`src/shared/uart_af_pkg.sv`:
```
// Purpose: Shared constants and types for the autoflow serial transceiver.
// Assumes: AXI4-Lite register slave with 32-bit data, one register a word.
// Notes: Bit timing is counted in aclk cycles at 125 MHz.
package uart_af_pkg;
  localparam int DATA_W = 8;
  localparam int FIFO_DEPTH = 16;
  localparam int RX_ERR_W = 3;
  localparam int RX_W = DATA_W + RX_ERR_W;
  localparam int ADDR_W = 8;

  localparam logic [ADDR_W-1:0] ADDR_DATA = 8'h00;
  localparam logic [ADDR_W-1:0] ADDR_FCR = 8'h08;
  localparam logic [ADDR_W-1:0] ADDR_MCR = 8'h10;
  localparam logic [ADDR_W-1:0] ADDR_LSR = 8'h14;
  localparam logic [ADDR_W-1:0] ADDR_MSR = 8'h18;

  localparam int FCR_FIFO_EN = 0;
  localparam int FCR_RX_CLR = 1;
  localparam int FCR_TX_CLR = 2;
  localparam int FCR_TRIG_LSB = 6;
  localparam int MCR_RTS = 1;
  localparam int MCR_AUTOFLOW = 5;
  localparam int LSR_DR = 0;
  localparam int LSR_OE = 1;
  localparam int LSR_PE = 2;
  localparam int LSR_FE = 3;
  localparam int LSR_BI = 4;
  localparam int LSR_THRE = 5;
  localparam int LSR_TEMT = 6;
  localparam int MSR_DCTS = 0;
  localparam int MSR_CTS = 4;

  localparam logic [7:0] FCR_RST = 8'h00;
  localparam logic [7:0] MCR_RST = 8'h00;

  localparam logic [1:0] TRIG_CODE_1 = 2'h0;
  localparam logic [1:0] TRIG_CODE_4 = 2'h1;
  localparam logic [1:0] TRIG_CODE_8 = 2'h2;
  localparam logic [1:0] TRIG_CODE_14 = 2'h3;
  localparam logic [4:0] TRIG_LVL_1 = 5'h01;
  localparam logic [4:0] TRIG_LVL_4 = 5'h04;
  localparam logic [4:0] TRIG_LVL_8 = 5'h08;
  localparam logic [4:0] TRIG_LVL_14 = 5'h0E;

  localparam int CLK_PERIOD_NS = 8;
  localparam int BIT_TIME_NS = 1000;
  localparam int BIT_CYCLES = BIT_TIME_NS / CLK_PERIOD_NS;

  localparam logic [1:0] RESP_OKAY = 2'h0;
  localparam logic [1:0] RESP_SLVERR = 2'h2;

  typedef enum logic [1:0] {TX_IDLE, TX_START, TX_DATA, TX_STOP} tx_state_t;
  typedef enum logic [1:0] {RX_IDLE, RX_START, RX_DATA, RX_STOP} rx_state_t;
endpackage

```
`src/shared/fifo_if.sv`:
```
// Purpose: Carrier between a byte FIFO and the logic that fills and drains it.
// Assumes: Show-ahead read data; pop and push are single-cycle strobes.
// Notes: The store modport belongs to the FIFO itself.
interface fifo_if #(parameter int W = 8, parameter int DEPTH = 16);
  localparam int CW = $clog2(DEPTH + 1);
  logic push;
  logic [W-1:0] wdata;
  logic pop;
  logic clear;
  logic [W-1:0] rdata;
  logic [CW-1:0] count;
  logic full;
  logic empty;
  modport store (input push, wdata, pop, clear,
                 output rdata, count, full, empty);
  modport user (output push, wdata, pop, clear,
                input rdata, count, full, empty);
endinterface

```
`src/hw/byte_fifo.sv`:
```
// Purpose: Synchronous FIFO with show-ahead output and occupancy count.
// Assumes: DEPTH is a power of two so the pointers wrap on their own.
// Notes: A push while full or a pop while empty is ignored.
module byte_fifo #(
  parameter int W = 8,
  parameter int DEPTH = 16
) (
  input wire logic aclk,
  input wire logic aresetn,
  fifo_if.store f
);
  localparam int AW = $clog2(DEPTH);
  localparam int CW = $clog2(DEPTH + 1);
  localparam logic [CW-1:0] FULL_CNT = CW'(DEPTH);

  logic [W-1:0] mem_q [DEPTH];
  logic [AW-1:0] wr_q;
  logic [AW-1:0] rd_q;
  logic [CW-1:0] cnt_q;
  logic do_push;
  logic do_pop;

  assign do_push = f.push && (cnt_q != FULL_CNT);
  assign do_pop = f.pop && (cnt_q != '0);

  always_ff @(posedge aclk) begin
    if (do_push) begin
      mem_q[wr_q] <= f.wdata;
    end
  end

  always_ff @(posedge aclk) begin
    if (!aresetn || f.clear) begin
      wr_q <= '0;
      rd_q <= '0;
      cnt_q <= '0;
    end else begin
      if (do_push) begin
        wr_q <= wr_q + 1'b1;
      end
      if (do_pop) begin
        rd_q <= rd_q + 1'b1;
      end
      unique case ({do_push, do_pop})
        2'b10: cnt_q <= cnt_q + 1'b1;
        2'b01: cnt_q <= cnt_q - 1'b1;
        2'b00, 2'b11: cnt_q <= cnt_q;
      endcase
    end
  end

  assign f.rdata = mem_q[rd_q];
  assign f.count = cnt_q;
  assign f.full = (cnt_q == FULL_CNT);
  assign f.empty = (cnt_q == '0);
endmodule

```
`src/hw/uart_autoflow_control.sv`:
```
// Purpose: Serial transceiver with automatic RTS and CTS flow control.
// Assumes: 8 data bits, no parity, one stop bit, lines idle high.
// Notes: Registers sit behind an AXI4-Lite slave; only byte lane 0 is used.

// Summary of operation
// (RL1) Autoflow works only with FIFOs enabled.
// (RL2) Both FIFOs hold 16; receive adds 3 error bits.
// (RL3) Receive trigger selects 1, 4, 8 or 14 bytes.
// (RL4) Autoflow enable plus RTS bit gives full autoflow.
// (RL5) Autoflow enable without RTS bit: CTS gating only.
// (RL6) Auto-CTS: start a byte only while CTS active.
// (RL7) Sample CTS before starting each next byte.
// (RL8) Remote drops CTS before last stop bit middle.
// (RL9) CTS loss mid-byte: finish byte, hold the next.
// (RL10) CTS active again: resume pending FIFO bytes.
// (RL11) Auto-CTS mode: CTS changes raise no event.
// (RL12) Without auto-CTS, send regardless of CTS.
// (RL13) Triggers 1/4/8: drop RTS at trigger level.
// (RL14) Triggers 1/4/8: still accept one late byte.
// (RL15) Triggers 1/4/8: restore RTS only when emptied.
// (RL16) Trigger 14: drop RTS at sixteenth byte start.
// (RL17) Trigger 14: restore RTS when space allows.
// (RL18) Trigger 14, FIFO full: first read restores RTS.
// (RL19) Status: CTS in bit 4, change flag bit 0.
// (RL20) CTS passes a two-stage synchroniser first.
module uart_autoflow_control #(
  parameter int BIT_CYCLES = uart_af_pkg::BIT_CYCLES
) (
  input wire logic aclk,
  input wire logic aresetn,
  input wire logic [uart_af_pkg::ADDR_W-1:0] awaddr,
  input wire logic awvalid,
  output logic awready,
  input wire logic [31:0] wdata,
  input wire logic [3:0] wstrb,
  input wire logic wvalid,
  output logic wready,
  output logic [1:0] bresp,
  output logic bvalid,
  input wire logic bready,
  input wire logic [uart_af_pkg::ADDR_W-1:0] araddr,
  input wire logic arvalid,
  output logic arready,
  output logic [31:0] rdata,
  output logic [1:0] rresp,
  output logic rvalid,
  input wire logic rready,
  input wire logic serial_input_line,
  output logic serial_output_line,
  input wire logic cts_n,
  output logic rts_n,
  output logic modem_change
);
  import uart_af_pkg::*;

  localparam int CNT_W = $clog2(BIT_CYCLES);
  localparam logic [CNT_W-1:0] BIT_LAST = CNT_W'(BIT_CYCLES - 1);
  localparam logic [CNT_W-1:0] BIT_HALF = CNT_W'(BIT_CYCLES / 2);
  localparam logic [4:0] DEPTH_CNT = 5'(FIFO_DEPTH);
  localparam logic [4:0] DEPTH_M1 = 5'(FIFO_DEPTH - 1);

  fifo_if #(.W(RX_W), .DEPTH(FIFO_DEPTH)) rxf ();
  fifo_if #(.W(DATA_W), .DEPTH(FIFO_DEPTH)) txf ();

  byte_fifo #(.W(RX_W), .DEPTH(FIFO_DEPTH)) u_rx_fifo ( // RL2
    .aclk(aclk),
    .aresetn(aresetn),
    .f(rxf.store)
  );
  byte_fifo #(.W(DATA_W), .DEPTH(FIFO_DEPTH)) u_tx_fifo ( // RL2
    .aclk(aclk),
    .aresetn(aresetn),
    .f(txf.store)
  );

  logic awready_q, wready_q, bvalid_q, arready_q, rvalid_q;
  logic [1:0] bresp_q, rresp_q;
  logic [31:0] rdata_q;
  logic [ADDR_W-1:0] aw_addr_q;
  logic [7:0] w_byte_q;
  logic w_en_q, have_aw_q, have_w_q;
  logic fifo_en_q, rts_bit_q, autoflow_q, overrun_q, dcts_q;
  logic [1:0] trig_code_q;
  logic cts_s1_q, cts_s2_q, cts_s3_q, modem_change_q;
  logic hold_q, hold_d, rts_n_q;
  tx_state_t tx_st_q;
  rx_state_t rx_st_q;
  logic [CNT_W-1:0] tx_cnt_q, rx_cnt_q;
  logic [2:0] tx_bit_q, rx_bit_q;
  logic [7:0] tx_sh_q, rx_sh_q;
  logic tx_q;

  logic wr_fire, wr_map, rd_fire, rd_map, wr_data, wr_fcr, rd_data, rd_msr;
  logic [7:0] rd_byte;
  logic auto_cts_w, auto_rts_w, big_trig_w, cts_ok_w, rx_cap_full;
  logic [4:0] trig_lvl_w;
  logic tx_go, tx_end, rx_half, rx_end, rx_first_bit, stop_end, rx_busy;
  logic rx_brk, rx_fe;

  // Only the address bits that select a word, 7 down to 2, are decoded.
  function automatic logic hit(input logic [ADDR_W-1:0] a,
                               input logic [ADDR_W-1:0] off);
    return a[ADDR_W-1:2] == off[ADDR_W-1:2];
  endfunction

  assign wr_fire = have_aw_q && have_w_q && !bvalid_q;
  assign wr_map = hit(aw_addr_q, ADDR_DATA) || hit(aw_addr_q, ADDR_FCR) ||
                  hit(aw_addr_q, ADDR_MCR) || hit(aw_addr_q, ADDR_LSR) ||
                  hit(aw_addr_q, ADDR_MSR);
  assign wr_data = wr_fire && w_en_q && hit(aw_addr_q, ADDR_DATA);
  assign wr_fcr = wr_fire && w_en_q && hit(aw_addr_q, ADDR_FCR);
  assign rd_fire = arvalid && arready_q;
  assign rd_map = hit(araddr, ADDR_DATA) || hit(araddr, ADDR_FCR) ||
                  hit(araddr, ADDR_MCR) || hit(araddr, ADDR_LSR) ||
                  hit(araddr, ADDR_MSR);
  assign rd_data = rd_fire && hit(araddr, ADDR_DATA);
  assign rd_msr = rd_fire && hit(araddr, ADDR_MSR);

  always_ff @(posedge aclk) begin
    if (!aresetn) begin
      awready_q <= 1'b1;
      wready_q <= 1'b1;
      bvalid_q <= 1'b0;
      bresp_q <= RESP_OKAY;
      have_aw_q <= 1'b0;
      have_w_q <= 1'b0;
      aw_addr_q <= '0;
      w_byte_q <= 8'h00;
      w_en_q <= 1'b0;
    end else begin
      if (awvalid && awready_q) begin
        aw_addr_q <= awaddr;
        have_aw_q <= 1'b1;
        awready_q <= 1'b0;
      end
      if (wvalid && wready_q) begin
        w_byte_q <= wdata[7:0];
        w_en_q <= wstrb[0];
        have_w_q <= 1'b1;
        wready_q <= 1'b0;
      end
      if (wr_fire) begin
        bvalid_q <= 1'b1;
        bresp_q <= wr_map ? RESP_OKAY : RESP_SLVERR;
        have_aw_q <= 1'b0;
        have_w_q <= 1'b0;
      end
      if (bvalid_q && bready) begin
        bvalid_q <= 1'b0;
        awready_q <= 1'b1;
        wready_q <= 1'b1;
      end
    end
  end

  always_comb begin
    rd_byte = 8'h00;
    if (hit(araddr, ADDR_DATA)) begin
      rd_byte = rxf.rdata[7:0];
    end else if (hit(araddr, ADDR_FCR)) begin
      rd_byte = {trig_code_q, 5'h00, fifo_en_q};
    end else if (hit(araddr, ADDR_MCR)) begin
      rd_byte = {2'h0, autoflow_q, 3'h0, rts_bit_q, 1'b0};
    end else if (hit(araddr, ADDR_LSR)) begin
      rd_byte[LSR_DR] = !rxf.empty;
      rd_byte[LSR_OE] = overrun_q;
      rd_byte[LSR_PE] = !rxf.empty && rxf.rdata[8];
      rd_byte[LSR_FE] = !rxf.empty && rxf.rdata[9];
      rd_byte[LSR_BI] = !rxf.empty && rxf.rdata[10];
      rd_byte[LSR_THRE] = txf.empty;
      rd_byte[LSR_TEMT] = txf.empty && tx_st_q == TX_IDLE;
    end else if (hit(araddr, ADDR_MSR)) begin
      rd_byte[MSR_CTS] = cts_ok_w; // RL19
      rd_byte[MSR_DCTS] = dcts_q; // RL19
    end
  end

  always_ff @(posedge aclk) begin
    if (!aresetn) begin
      arready_q <= 1'b1;
      rvalid_q <= 1'b0;
      rdata_q <= 32'h0000_0000;
      rresp_q <= RESP_OKAY;
    end else if (rd_fire) begin
      arready_q <= 1'b0;
      rvalid_q <= 1'b1;
      rdata_q <= {24'h00_0000, rd_byte};
      rresp_q <= rd_map ? RESP_OKAY : RESP_SLVERR;
    end else if (rvalid_q && rready) begin
      rvalid_q <= 1'b0;
      arready_q <= 1'b1;
    end
  end

  always_ff @(posedge aclk) begin
    if (!aresetn) begin
      fifo_en_q <= FCR_RST[FCR_FIFO_EN];
      trig_code_q <= FCR_RST[FCR_TRIG_LSB +: 2];
      rts_bit_q <= MCR_RST[MCR_RTS];
      autoflow_q <= MCR_RST[MCR_AUTOFLOW];
    end else if (wr_fire && w_en_q) begin
      if (hit(aw_addr_q, ADDR_FCR)) begin
        fifo_en_q <= w_byte_q[FCR_FIFO_EN];
        trig_code_q <= w_byte_q[FCR_TRIG_LSB +: 2]; // RL3
      end
      if (hit(aw_addr_q, ADDR_MCR)) begin
        rts_bit_q <= w_byte_q[MCR_RTS];
        autoflow_q <= w_byte_q[MCR_AUTOFLOW];
      end
    end
  end

  // Character mode keeps the FIFOs but lets them hold a single byte.
  assign auto_cts_w = fifo_en_q && autoflow_q; // RL1 RL5
  assign auto_rts_w = fifo_en_q && autoflow_q && rts_bit_q; // RL1 RL4
  assign big_trig_w = trig_code_q == TRIG_CODE_14;
  always_comb begin
    unique case (trig_code_q)
      TRIG_CODE_1: trig_lvl_w = TRIG_LVL_1;
      TRIG_CODE_4: trig_lvl_w = TRIG_LVL_4;
      TRIG_CODE_8: trig_lvl_w = TRIG_LVL_8;
      TRIG_CODE_14: trig_lvl_w = TRIG_LVL_14;
    endcase
  end
  assign rx_cap_full = fifo_en_q ? rxf.full : !rxf.empty;

  // A mode switch flushes both FIFOs so no stale depth survives it.
  assign rxf.clear = wr_fcr &&
                     (w_byte_q[FCR_RX_CLR] || w_byte_q[FCR_FIFO_EN] != fifo_en_q);
  assign txf.clear = wr_fcr &&
                     (w_byte_q[FCR_TX_CLR] || w_byte_q[FCR_FIFO_EN] != fifo_en_q);
  assign txf.push = wr_data && (fifo_en_q ? !txf.full : txf.empty);
  assign txf.wdata = w_byte_q;
  assign rxf.pop = rd_data && !rxf.empty;

  always_ff @(posedge aclk) begin
    if (!aresetn) begin
      cts_s1_q <= 1'b1;
      cts_s2_q <= 1'b1;
      cts_s3_q <= 1'b1;
    end else begin
      cts_s1_q <= cts_n; // RL20
      cts_s2_q <= cts_s1_q; // RL20
      cts_s3_q <= cts_s2_q;
    end
  end
  assign cts_ok_w = !cts_s2_q;

  // A change that coincides with the status read stays flagged.
  always_ff @(posedge aclk) begin
    if (!aresetn) begin
      dcts_q <= 1'b0;
      modem_change_q <= 1'b0;
    end else begin
      if (cts_s2_q != cts_s3_q) begin
        dcts_q <= 1'b1; // RL19
      end else if (rd_msr) begin
        dcts_q <= 1'b0; // RL19
      end
      modem_change_q <= dcts_q && !auto_cts_w; // RL11
    end
  end

  // CTS is only looked at here, so a byte in flight always completes.
  assign tx_go = tx_st_q == TX_IDLE && !txf.empty &&
                 (!auto_cts_w || cts_ok_w); // RL6 RL7 RL10 RL12
  assign tx_end = tx_cnt_q == BIT_LAST;
  assign txf.pop = tx_go;

  always_ff @(posedge aclk) begin
    if (!aresetn) begin
      tx_st_q <= TX_IDLE;
      tx_cnt_q <= '0;
      tx_bit_q <= 3'h0;
      tx_sh_q <= 8'h00;
      tx_q <= 1'b1;
    end else begin
      tx_cnt_q <= (tx_st_q == TX_IDLE || tx_end) ? '0 : tx_cnt_q + 1'b1;
      unique case (tx_st_q)
        TX_IDLE: if (tx_go) begin
          tx_st_q <= TX_START;
          tx_sh_q <= txf.rdata;
          tx_q <= 1'b0;
        end
        TX_START: if (tx_end) begin
          tx_st_q <= TX_DATA;
          tx_bit_q <= 3'h0;
          tx_q <= tx_sh_q[0];
        end
        TX_DATA: if (tx_end) begin
          tx_sh_q <= {1'b0, tx_sh_q[7:1]};
          tx_bit_q <= tx_bit_q + 1'b1;
          tx_q <= (tx_bit_q == 3'h7) ? 1'b1 : tx_sh_q[1];
          if (tx_bit_q == 3'h7) begin
            tx_st_q <= TX_STOP;
          end
        end
        TX_STOP: if (tx_end) begin
          tx_st_q <= TX_IDLE; // RL9
        end
      endcase
    end
  end

  assign rx_half = rx_cnt_q == BIT_HALF;
  assign rx_end = rx_cnt_q == BIT_LAST;
  assign rx_first_bit = rx_st_q == RX_START && rx_half && !serial_input_line;
  assign stop_end = rx_st_q == RX_STOP && rx_end;
  assign rx_busy = rx_st_q != RX_IDLE;
  assign rx_fe = !serial_input_line;
  assign rx_brk = rx_fe && rx_sh_q == 8'h00;
  assign rxf.push = stop_end && !rx_cap_full; // RL14
  assign rxf.wdata = {rx_brk, rx_fe, 1'b0, rx_sh_q}; // RL2

  // Data and stop bits are sampled mid-bit, a full bit after the start.
  always_ff @(posedge aclk) begin
    if (!aresetn) begin
      rx_st_q <= RX_IDLE;
      rx_cnt_q <= '0;
      rx_bit_q <= 3'h0;
      rx_sh_q <= 8'h00;
    end else begin
      rx_cnt_q <= (rx_st_q == RX_IDLE || rx_end || rx_first_bit) ?
                  '0 : rx_cnt_q + 1'b1;
      unique case (rx_st_q)
        RX_IDLE: if (!serial_input_line) begin
          rx_st_q <= RX_START;
        end
        RX_START: if (rx_half) begin
          rx_st_q <= serial_input_line ? RX_IDLE : RX_DATA;
          rx_bit_q <= 3'h0;
        end
        RX_DATA: if (rx_end) begin
          rx_sh_q <= {serial_input_line, rx_sh_q[7:1]};
          rx_bit_q <= rx_bit_q + 1'b1;
          if (rx_bit_q == 3'h7) begin
            rx_st_q <= RX_STOP;
          end
        end
        RX_STOP: if (rx_end) begin
          rx_st_q <= RX_IDLE;
        end
      endcase
    end
  end

  always_ff @(posedge aclk) begin
    if (!aresetn) begin
      overrun_q <= 1'b0;
    end else if (stop_end && rx_cap_full) begin
      overrun_q <= 1'b1;
    end else if (rd_fire && hit(araddr, ADDR_LSR)) begin
      overrun_q <= 1'b0;
    end
  end

  always_comb begin
    hold_d = hold_q;
    if (!auto_rts_w) begin
      hold_d = 1'b0;
    end else if (!big_trig_w) begin
      if (rxf.count >= trig_lvl_w) begin
        hold_d = 1'b1; // RL13
      end else if (rxf.count == 5'h00) begin
        hold_d = 1'b0; // RL15
      end
    end else if (rx_first_bit && rxf.count >= DEPTH_M1) begin
      hold_d = 1'b1; // RL16
    end else if ((rxf.count < DEPTH_CNT && !rx_busy) ||
                 rxf.count < DEPTH_M1 || (rxf.full && rxf.pop)) begin
      hold_d = 1'b0; // RL17 RL18
    end
  end

  always_ff @(posedge aclk) begin
    if (!aresetn) begin
      hold_q <= 1'b0;
      rts_n_q <= 1'b1;
    end else begin
      hold_q <= hold_d;
      rts_n_q <= !(rts_bit_q && !hold_d); // RL4 RL5
    end
  end

  assign awready = awready_q;
  assign wready = wready_q;
  assign bvalid = bvalid_q;
  assign bresp = bresp_q;
  assign arready = arready_q;
  assign rvalid = rvalid_q;
  assign rdata = rdata_q;
  assign rresp = rresp_q;
  assign serial_output_line = tx_q;
  assign rts_n = rts_n_q;
  assign modem_change = modem_change_q;
endmodule

```
`config.mk`:
```
export PLATFORM = sky130hd
export DESIGN_NAME = uart_autoflow_control
export DESIGN_NICKNAME = d
export VERILOG_FILES = /design/src/shared/uart_af_pkg.sv /design/src/shared/fifo_if.sv /design/src/hw/byte_fifo.sv /design/src/hw/uart_autoflow_control.sv
export SDC_FILE = /design/constraint.sdc
export NUM_CORES = 1
export LEC_CHECK = 0
export BUFFER_PORTS_ARGS = -buffer_cell sky130_fd_sc_hd__buf_2
export CELL_PAD_IN_SITES_DETAIL_PLACEMENT = 1
export CELL_PAD_IN_SITES_GLOBAL_PLACEMENT = 1
export CORE_UTILIZATION = 36
export DETAILED_ROUTE_END_ITERATION = 10
export PLACE_DENSITY_LB_ADDON = 0.25
export RECOVER_POWER = 100
export REMOVE_ABC_BUFFERS = 1
export SETUP_SLACK_MARGIN = 0.02
export SLEW_MARGIN = 0
export SYNTH_ARGS = -nofsm -noshare
export SYNTH_HDL_FRONTEND = slang
export SYNTH_HIERARCHICAL = 1
export SYNTH_SLANG_ARGS = --single-unit
```
`constraint.sdc`:
```
create_clock -name aclk -period 4.7 [get_ports aclk]
set_input_delay 0.47 -clock aclk [delete_from_list [all_inputs] [get_ports aclk]]
set_output_delay 0.47 -clock aclk [all_outputs]
set_load 0.01 [all_outputs]
```
==> key figures, run 1 <==
Setup path
  – Sort of element at the start of the critical path: flop
  – Startpoint of the worst-slack reg-to-reg timing path: u_tx_fifo/f.count[1]
  – Critical path data required time: 5.18 ns
  – Worst Path Arrival: approximately 4.6 ns
  – Worst setup path category: reg2reg
  – End point of the critical path: u_tx_fifo/f.count[4]
  – Largest fanout on the critical path: 10
  – Register-to-register setup slack: roughly 0.6 ns
  – Critical path origin: u_tx_fifo/f.count[1]
  – Kind of end point of the critical path: flop
  – R2R Path End: u_tx_fifo/f.count[4]
  – R2R cell count: 13

STA
  – FMAX: around 240 MHz
  – Final total negative setup slack: 0 ns
  – Worst slew slack as a fraction of its limit: -0.462
  – Portion of the clock cycle consumed by the worst path in the final layout: 0.872
  – Count of endpoints failing setup in the final report: 0
  – Max Transition Viols Final: a little over 70
  – Setup repair after global routing missed its margin: false
  – Post-layout minimum cycle time: approximately 4.1 ns
  – Least-Margin Pin Slew: approximately 2.2 ns
  – Total count of hold-check failures in the final report: 0
  – Worst clock skew: roughly 0.025 ns

Logic synthesis
  – Most numerous cell in the Yosys netlist: sky130_fd_sc_hd__edfxtp_1
  – Top area cells in the synthesized netlist: sky130_fd_sc_hd__edfxtp_1 52%, sky130_fd_sc_hd__dfxtp_1 14%, sky130_fd_sc_hd__mux4_2 12%
  – Mapped Area: ~18000 µm²
  – Flops & latches, synth: 424
  – Cell type contributing the most total cell area after synthesis: sky130_fd_sc_hd__edfxtp_1
  – Fraction of the yosys area taken by sequential cells: 0.657
  – Cell variety after synth: 58
  – Commonest cells in the netlist: 304 x sky130_fd_sc_hd__edfxtp_1, 120 x sky130_fd_sc_hd__dfxtp_1, 96 x sky130_fd_sc_hd__mux4_2, 96 x sky130_fd_sc_hd__nor2_1, 58 x sky130_fd_sc_hd__nand2_1
  – Post-synthesis average cell area: between 15 and 20 µm²
  – Post-synthesis instance total: around 1200
  – Flip-flop cell with the highest count after synthesis: sky130_fd_sc_hd__edfxtp_1
  – Proportion of netlist area held by the largest area contributor: 0.520
  – Synth async-reset ratio: 0
  – Yosys warnings: 6
  – EDFF count, synth: between 300 and 400

Floorplan
  – Core region area: 47900 µm²
  – Number of top-level design ports: around 110
  – Die X: around 220 µm
  – Starting Density: 0.366
  – Std cell rows: 80
  – Die Y-Extent: about 220 µm
  – Total Die Area: ~50000 µm²

Global routing
  – Global-route wire length before repair: 60300 µm
  – Number of antenna violations at the first check in global routing: 1
  – GRT Total Usage: 0.162
  – Residual overflow from global routing: 0
  – Vias in the first global route: approximately 10000
  – Maximum number of pins on one net before global-route repair: 34

Clocking
  – Cts bufs inserted: 46
  – Maximum root-to-sink buffer count: 3
  – Number of setup buffers added after CTS: 0
  – Hold buffer count at CTS: 0
  – Clock transition at the register clock pins on the worst setup and hold paths after CTS: approximately 0.060 ns
  – Number of levels the H-tree was split into: 2
  – TritonCTS sink count: approximately 420
  – TritonCTS clock tree: built
  – Worst-Skew Late Latency: just under 0.6 ns
  – Buffer cell driving the clock tree root: sky130_fd_sc_hd__clkbuf_16
  – Gates resized, CTS repair: 0

Placement
  – Number of input and output port buffers inserted: 47
  – Cell Area, Placed: 18500 µm²
  – Placed instance count: roughly 1800
  – Sum of net half-perimeters after detailed placement: 25900 µm
  – Final weighted congestion of routability-driven global placement: between 0.7 and 0.8

Route
  – Routed via count divided by cell count: 5.15
  – Average detailed-routed wire length per instance: 21.2 µm
  – Iteration-0 DRC Markers: 509
  – Total iterations of the first detailed-routing run: 4
  – Wire length reported by the detailed router: 39700 µm
  – Number of design rule violations left after detail routing: 0
  – Post-detailed-route count of antenna-violating nets: 0
  – Vias after detailed routing: about 9700

Final layout
  – Net count of the finished layout: 1318
  – Fraction of final layout cells sized beyond drive strength 1: 0.169
  – Cell area after layout: ~20000 µm²
  – Number of standard cells in the layout, taps in and fillers out: roughly 1900
  – Antenna diode instance count: 0
  – Signed area change from the synthesized netlist to the final layout: 13.0%

Power
  – Total power divided by cell area: about 400 nW/µm²
  – Maximum vdd ir drop: around 0.00027 V
  – Leakage component of the power: approximately 6.5 nW

Status
  – Violations in the final reports: capacitance limit, slew limit
  – Run status: complete, but fails checks

Min path
  – Type of the worst min-delay path: in2reg

Run
  – Maximum capacitance violations: 3
worst min path at each step:
stage	from	to	slack [ns]	cells past startpoint
2_1_floorplan	cts_s1_q	cts_s2_q	0.39	1
6_report	wvalid	wready	0.08	2
3_3_place_gp	cts_s1_q	cts_s2_q	0.40	1
5_1_grt	wvalid	wready	0.09	2
3_5_place_dp	cts_s1_q	cts_s2_q	0.40	1
4_1_cts	wvalid	wready	0.05	2
flip-flops by register name (all words and copies together), names as in the netlist, 4 cells and up, named ones only:
signal	flops
u_rx_fifo/f.count	5
rx_cnt_q	7
u_rx_fifo/rd_q	4
u_rx_fifo/mem_q	176
rx_sh_q	8
u_tx_fifo/f.count	5
aw_addr_q	6
u_rx_fifo/wr_q	4
u_tx_fifo/wr_q	4
u_tx_fifo/rd_q	4
tx_sh_q	8
u_tx_fifo/mem_q	128
rdata	8
txf.wdata	8
tx_cnt_q	7
worst max-delay path, stage by stage, from the launching register on:
cell and delay (ns):
sky130_fd_sc_hd__dfxtp_1 0.37, sky130_fd_sc_hd__or4_1 0.70, sky130_fd_sc_hd__nor2_1 0.38, sky130_fd_sc_hd__o21ai_0 0.19, sky130_fd_sc_hd__nor4_1 0.20, sky130_fd_sc_hd__clkbuf_1 0.22, sky130_fd_sc_hd__o21ai_1 0.36, sky130_fd_sc_hd__ha_1 0.44
sky130_fd_sc_hd__xor2_1 0.18, sky130_fd_sc_hd__ha_1 0.22, sky130_fd_sc_hd__inv_1 0.06, sky130_fd_sc_hd__a32oi_1 0.08, sky130_fd_sc_hd__a31oi_1 0.23, sky130_fd_sc_hd__mux2_2 0.35
report_power, final:
| part | total, mW | internal, mW | switching [mW] |
|---|---|---|---|
| logic | 0.218 | 0.0711 | 0.147 |
| clock network | 3.60 | 2.12 | 1.48 |
| registers | 4.07 | 4.02 | 0.0465 |
| total | 7.89 | 6.21 | 1.68 |
kinds of logic (layout without fill, tap and decap cells):
kind of cell | Yosys count | in the layout | share of synthesized area
flops | 424 | 424 | 0.657
compound gates | 126 | 126 | 0.0463
simple gates | 279 | 279 | 0.0791
mux | 127 | 127 | 0.141
fa+ha+maj | 34 | 34 | 0.0242
xor+xnor | 32 | 32 | 0.0160
other cells | 1 | 42 | 0.000214
buf+inv | 129 | 197 | 0.0363
through the flow:
stage	worst slack, ns	utilization	hold slack [ns]	power (mW)
finish	0.599	0.414	0.0793	7.89
global route	0.344	0.414	0.0892	8.14
CTS	0.965	0.417	0.0493	8.00
detailed placement	0.931	0.385	0.400	4.38
global placement	0.958	0.385	0.405	4.37
floorplan	1.03	-	0.386	4.27
metal layers:
layer / global-route usage / vias to the layer above / share of wire
li1: - / 4453 / -
met1: 0.208 / 5017 / 0.44
met2: 0.276 / 129 / 0.50
met3: 0.0287 / 56 / 0.039
met4: 0.0547 / 2 / 0.025
met5: 0 / - / 0.00023
area by class of cell:
class,instances,area (µm²)
clock inverter,23,254
tap,615,769
sequential,424,11500
timing repair buffer,69,324
multi-input combinational,640,5530
clock buffer,63,1260
fill,4850,28100
inverter,42,158
placed cells by master (no fill, tap or decap), drive strengths merged, types with 3 or more instances in the layout:
cell / netlist / final
edfxtp: 304 / 304
dfxtp: 120 / 120
clkbuf: 30 / 100
nor2: 96 / 96
mux4: 96 / 96
nand2: 58 / 58
inv: 42 / 44
conb: 1 / 42
a21oi: 41 / 41
ha: 34 / 34
buf: 57 / 32
nand3: 31 / 31
o21ai: 31 / 31
mux2i: 28 / 28
xor2: 24 / 24
and2: 23 / 23
clkinv: 0 / 15
nor4: 14 / 14
o211ai: 9 / 9
a211oi: 9 / 9
nand2b: 9 / 9
a31oi: 8 / 8
xnor2: 8 / 8
nand4: 7 / 7
nor3b: 6 / 6
nor3: 6 / 6
or3: 6 / 6
nand3b: 5 / 5
and3: 5 / 5
o2111ai: 5 / 5
bufinv: 0 / 4
a21o: 4 / 4
or4: 4 / 4
and4: 3 / 3
mux2: 3 / 3
a32oi: 3 / 3
No activity file was read; power rests on OpenSTA's default activity.
==> run 2: changes to the inputs <==
Settings changed: SYNTH_HIERARCHICAL 1 to unset.
==> run 2 against run 1 <==
Compared with the run above: the flow still finishes with violations (capacitance limit, slew limit); cell count fell by 3.2%; clock skew rose by 0.010 ns; register-to-register slack improved by 0.40 ns; largest power group unchanged.
==> key figures, run 2 <==
Status
  – Run status: complete, but fails checks
  – Violations in the final reports: capacitance limit, slew limit

Global routing
  – Global-route wire length before repair: 59600 µm (-1.0%)
  – GRT Total Usage: 0.168 (+0.00616)
  – Maximum number of pins on one net before global-route repair: 30 (-12%)
  – Residual overflow from global routing: 0 (unchanged)
  – Number of antenna violations at the first check in global routing: 0 (-1)
  – Vias in the first global route: 9816 (-1.4%)

Power
  – Internal power summed over all cells: 6.31 mW (+1.6%)
  – Total power divided by cell area: 428 nW/µm² (+7.6%)
  – Switching power share of the total: 0.223 (+0.0105)
  – Leakage component of the power: 6.14 nW (-5.1%)
  – Maximum vdd ir drop: 0.000372 V (+36%)
  – Power share of the combinational group: 0.060 (+0.032)
  – Portion of total power attributed to the clock network: 0.449 (-0.007)
  – Seq pwr share: 0.491 (-0.025)
  – Power spent charging and discharging nets: 1.81 mW (+8.1%)

Floorplan
  – Die Y-Extent: 218 µm (-2.4%)
  – Std cell rows: 78 (-2.5%)
  – Die X: 218 µm (-2.4%)
  – Core region area: 45600 µm² (-4.9%)
  – Number of top-level design ports: 105 (unchanged)
  – Total Die Area: 47300 µm² (-4.7%)
  – Starting Density: 0.367 (+0.000674)

Route
  – Average detailed-routed wire length per instance: 21.3 µm (+0.42%)
  – Post-detailed-route count of antenna-violating nets: 0 (unchanged)
  – Routed via count divided by cell count: 5.09 (-1.0%)
  – Wire length reported by the detailed router: 38600 µm (-2.8%)
  – Vias after detailed routing: 9250 (-4.2%)
  – Total iterations of the first detailed-routing run: 4 (unchanged)
  – Iteration-0 DRC Markers: 473 (-7.1%)
  – Number of design rule violations left after detail routing: 0 (unchanged)

Placement
  – Final weighted congestion of routability-driven global placement: 0.747 (-6.0%)
  – Cell Area, Placed: 17600 µm² (-4.7%)
  – Worst slack, placed: 1.19 ns (+0.263 ns)
  – Sum of net half-perimeters after detailed placement: 25200 µm (-2.5%)
  – Number of input and output port buffers inserted: 47 (unchanged)

Logic synthesis
  – Fraction of the yosys area taken by sequential cells: 0.661 (+0.00414)
  – Post-synthesis instance total: 1116 (-3.1%)
  – Flops & latches, synth: 408 (-3.8%)
  – Proportion of netlist area held by the largest area contributor: 0.517 (-0.00271)
  – Commonest cells in the netlist: 288 x sky130_fd_sc_hd__edfxtp_1, 120 x sky130_fd_sc_hd__dfxtp_1, 100 x sky130_fd_sc_hd__nor2_1, 85 x sky130_fd_sc_hd__mux4_2, 68 x sky130_fd_sc_hd__nand2_1
  – Synth async-reset ratio: 0 (unchanged)
  – Most numerous cell in the Yosys netlist: sky130_fd_sc_hd__edfxtp_1
  – Post-synthesis average cell area: 15.0 µm² (-1.7%)
  – Cell type contributing the most total cell area after synthesis: sky130_fd_sc_hd__edfxtp_1
  – Flip-flop cell with the highest count after synthesis: sky130_fd_sc_hd__edfxtp_1
  – Mapped Area: 16700 µm² (-4.8%)
  – EDFF count, synth: 288 (-5.3%)
  – Top area cells in the synthesized netlist: sky130_fd_sc_hd__edfxtp_1 52%, sky130_fd_sc_hd__dfxtp_1 14%, sky130_fd_sc_hd__mux4_2 11%
  – Yosys warnings: 0 (-6)
  – Cell variety after synth: 60 (+3.4%)

STA
  – Portion of the clock cycle consumed by the worst path in the final layout: 0.787 (-0.0852)
  – Worst slew slack as a fraction of its limit: -0.338 (+0.124)
  – Setup repair after global routing missed its margin: false
  – Final total negative setup slack: 0 ns (unchanged)
  – Least-Margin Pin Slew: 2.00 ns (-0.169 ns)
  – Worst clock skew: 0.0354 ns (+0.0103 ns)
  – Total count of hold-check failures in the final report: 0 (unchanged)
  – Count of endpoints failing setup in the final report: 0 (unchanged)
  – Max Transition Viols Final: 136 (+89%)
  – Post-layout minimum cycle time: 3.70 ns (-0.401 ns)
  – FMAX: 270 MHz (+11%)
  – Minimum setup slack in the final design: 1.00 ns (+0.401 ns)

Run
  – Maximum capacitance violations: 9 (+6)

Setup path
  – Worst Path Arrival: 4.17 ns (-0.41 ns)
  – Worst setup path category: reg2reg
  – Maximum single-stage delay on the critical path: 1.09 ns (+0.39 ns)
  – Sort of element at the start of the critical path: flop
  – Critical path data required time: 5.17 ns (about the same)
  – Largest fanout on the critical path: 15 (+5)
  – Crit-path slowest cell: sky130_fd_sc_hd__dfxtp_1
  – Family with the most delay on the worst path: flip-flops
  – Bufs and invs on worst path: 1 (-1)
  – Kind of end point of the critical path: flop
  – Ordered cell list for the critical path: clkbuf_1 -> mux4_2 -> mux2_1 -> nand3_1 -> o311ai_0 -> o21a_1

Final layout
  – Largest regs: u_rx_fifo.mem_q x160, u_tx_fifo.mem_q x128
  – Number of flip-flops in the largest register: 160 (-9.1%)
  – Count of fill cells added during filler insertion: 4571 (-5.8%)
  – Most frequent cells in the layout: 288 x sky130_fd_sc_hd__edfxtp_1, 118 x sky130_fd_sc_hd__dfxtp_1, 100 x sky130_fd_sc_hd__nor2_1
  – Most common cell after layout, fill and taps aside: sky130_fd_sc_hd__edfxtp_1
  – Antenna diode instance count: 0 (unchanged)
  – Cell area after layout: 19000 µm² (-4.3%)
  – Utilization of the core after routing: 0.416 (+0.00276)
  – Net count of the finished layout: 1279 (-3.0%)
  – Register bank with the most flops: u_rx_fifo.mem_q
  – Signed area change from the synthesized netlist to the final layout: 13.5%
  – Fraction of final layout cells sized beyond drive strength 1: 0.157 (-0.0118)

Clocking
  – Number of levels the H-tree was split into: 2 (unchanged)
  – Worst-Skew Late Latency: 0.58 ns (about the same)
  – TritonCTS sink count: 408 (-3.8%)
  – TritonCTS clock tree: built
  – Number of setup buffers added after CTS: 0 (unchanged)
  – Hold buffer count at CTS: 0 (unchanged)
  – Clock transition at the register clock pins on the worst setup and hold paths after CTS: 0.06 ns (about the same)
  – Buffer cell driving the clock tree root: sky130_fd_sc_hd__clkbuf_16
  – Cts bufs inserted: 45 (-2.2%)
  – Maximum root-to-sink buffer count: 3 (unchanged)
  – Gates resized, CTS repair: 0 (unchanged)

Min path
  – Type of the worst min-delay path: in2reg
==> run 2: cell count changes after synthesis, moves of 9 or more <==
cell | before | now
sky130_fd_sc_hd__a21oi_1 | 40 | 55
sky130_fd_sc_hd__and2_1 | 23 | 9
sky130_fd_sc_hd__edfxtp_1 | 304 | 288
sky130_fd_sc_hd__mux4_2 | 96 | 85
sky130_fd_sc_hd__nand2_1 | 58 | 68
sky130_fd_sc_hd__nor3_1 | 5 | 14
==> run 2: worst register-to-register path, cell delays in order, from the launching register on <==
cell and delay (ns):
sky130_fd_sc_hd__dfxtp_1 1.09, sky130_fd_sc_hd__clkbuf_1 1.00, sky130_fd_sc_hd__mux4_2 0.64, sky130_fd_sc_hd__mux2_1 0.36, sky130_fd_sc_hd__nand3_1 0.13, sky130_fd_sc_hd__o311ai_0 0.16
sky130_fd_sc_hd__o21a_1 0.21
==> run 2: layout make-up <==
cell class | count | area, µm² | share of cell area
repair buffers | 69 | 309 | 0.0163
flip-flops and latches | 408 | 11100 | 0.582
clock buffers | 56 | 1200 | 0.0632
multi-input cells | 621 | 5210 | 0.274
well taps | 600 | 751 | 0.0396
inverters | 35 | 131 | 0.00692
clock inverters | 27 | 332 | 0.0175
==> run 2: metal layers <==
metal	GRT usage	wire length, µm	vias to the layer above
li1	-	-	4287
met1	0.213	16700	4748
met2	0.286	19300	151
met3	0.0354	1500	64
met4	0.0549	1000	0
met5	0	0	-
==> run 2: power by group through the flow <==
| stage | registers, mW | clock network, mW | logic, mW |
|---|---|---|---|
| after global placement | 4.07 | 0 | 0.497 |
| after global routing | 4.00 | 3.88 | 0.548 |
| after detailed placement | 4.07 | 0 | 0.506 |
| after floorplan | 4.04 | 0 | 0.360 |
| final | 3.99 | 3.65 | 0.491 |
| after CTS | 3.99 | 3.76 | 0.508 |
==> run 2: stage by stage <==
stage          instances  hold WS, ns  power (mW)
6_report            1816        0.126        8.12
5_1_grt             1816        0.108        8.43
4_1_cts             1816       0.0870        8.26
3_5_place_dp        1733        0.401        4.57
3_3_place_gp        1733        0.395        4.56
2_1_floorplan       1064        0.386        4.40
==> run 2: cell families (layout without fill, tap and decap cells) <==
group	after synthesis	in the layout	synth area share
DFF	408	408	0.661
adders and majority gates	38	38	0.0293
AOI/OAI and AO/OA	122	122	0.0439
buffers and inverters	112	187	0.0326
and+or+nand+nor	282	282	0.0790
other	1	26	0.000224
muxes	124	124	0.139
xor gates and xnor gates	29	29	0.0152
==> run 2: final timing paths <==
path | from | to | slack, ns | cells past startpoint
min reg2reg | cts_s1_q | cts_s2_q | 0.42 | 1
max reg2reg | flop | rdata[3] | 1.0 | 6
min | wvalid | wready | 0.13 | 2
max | flop | rdata[3] | 1.0 | 6
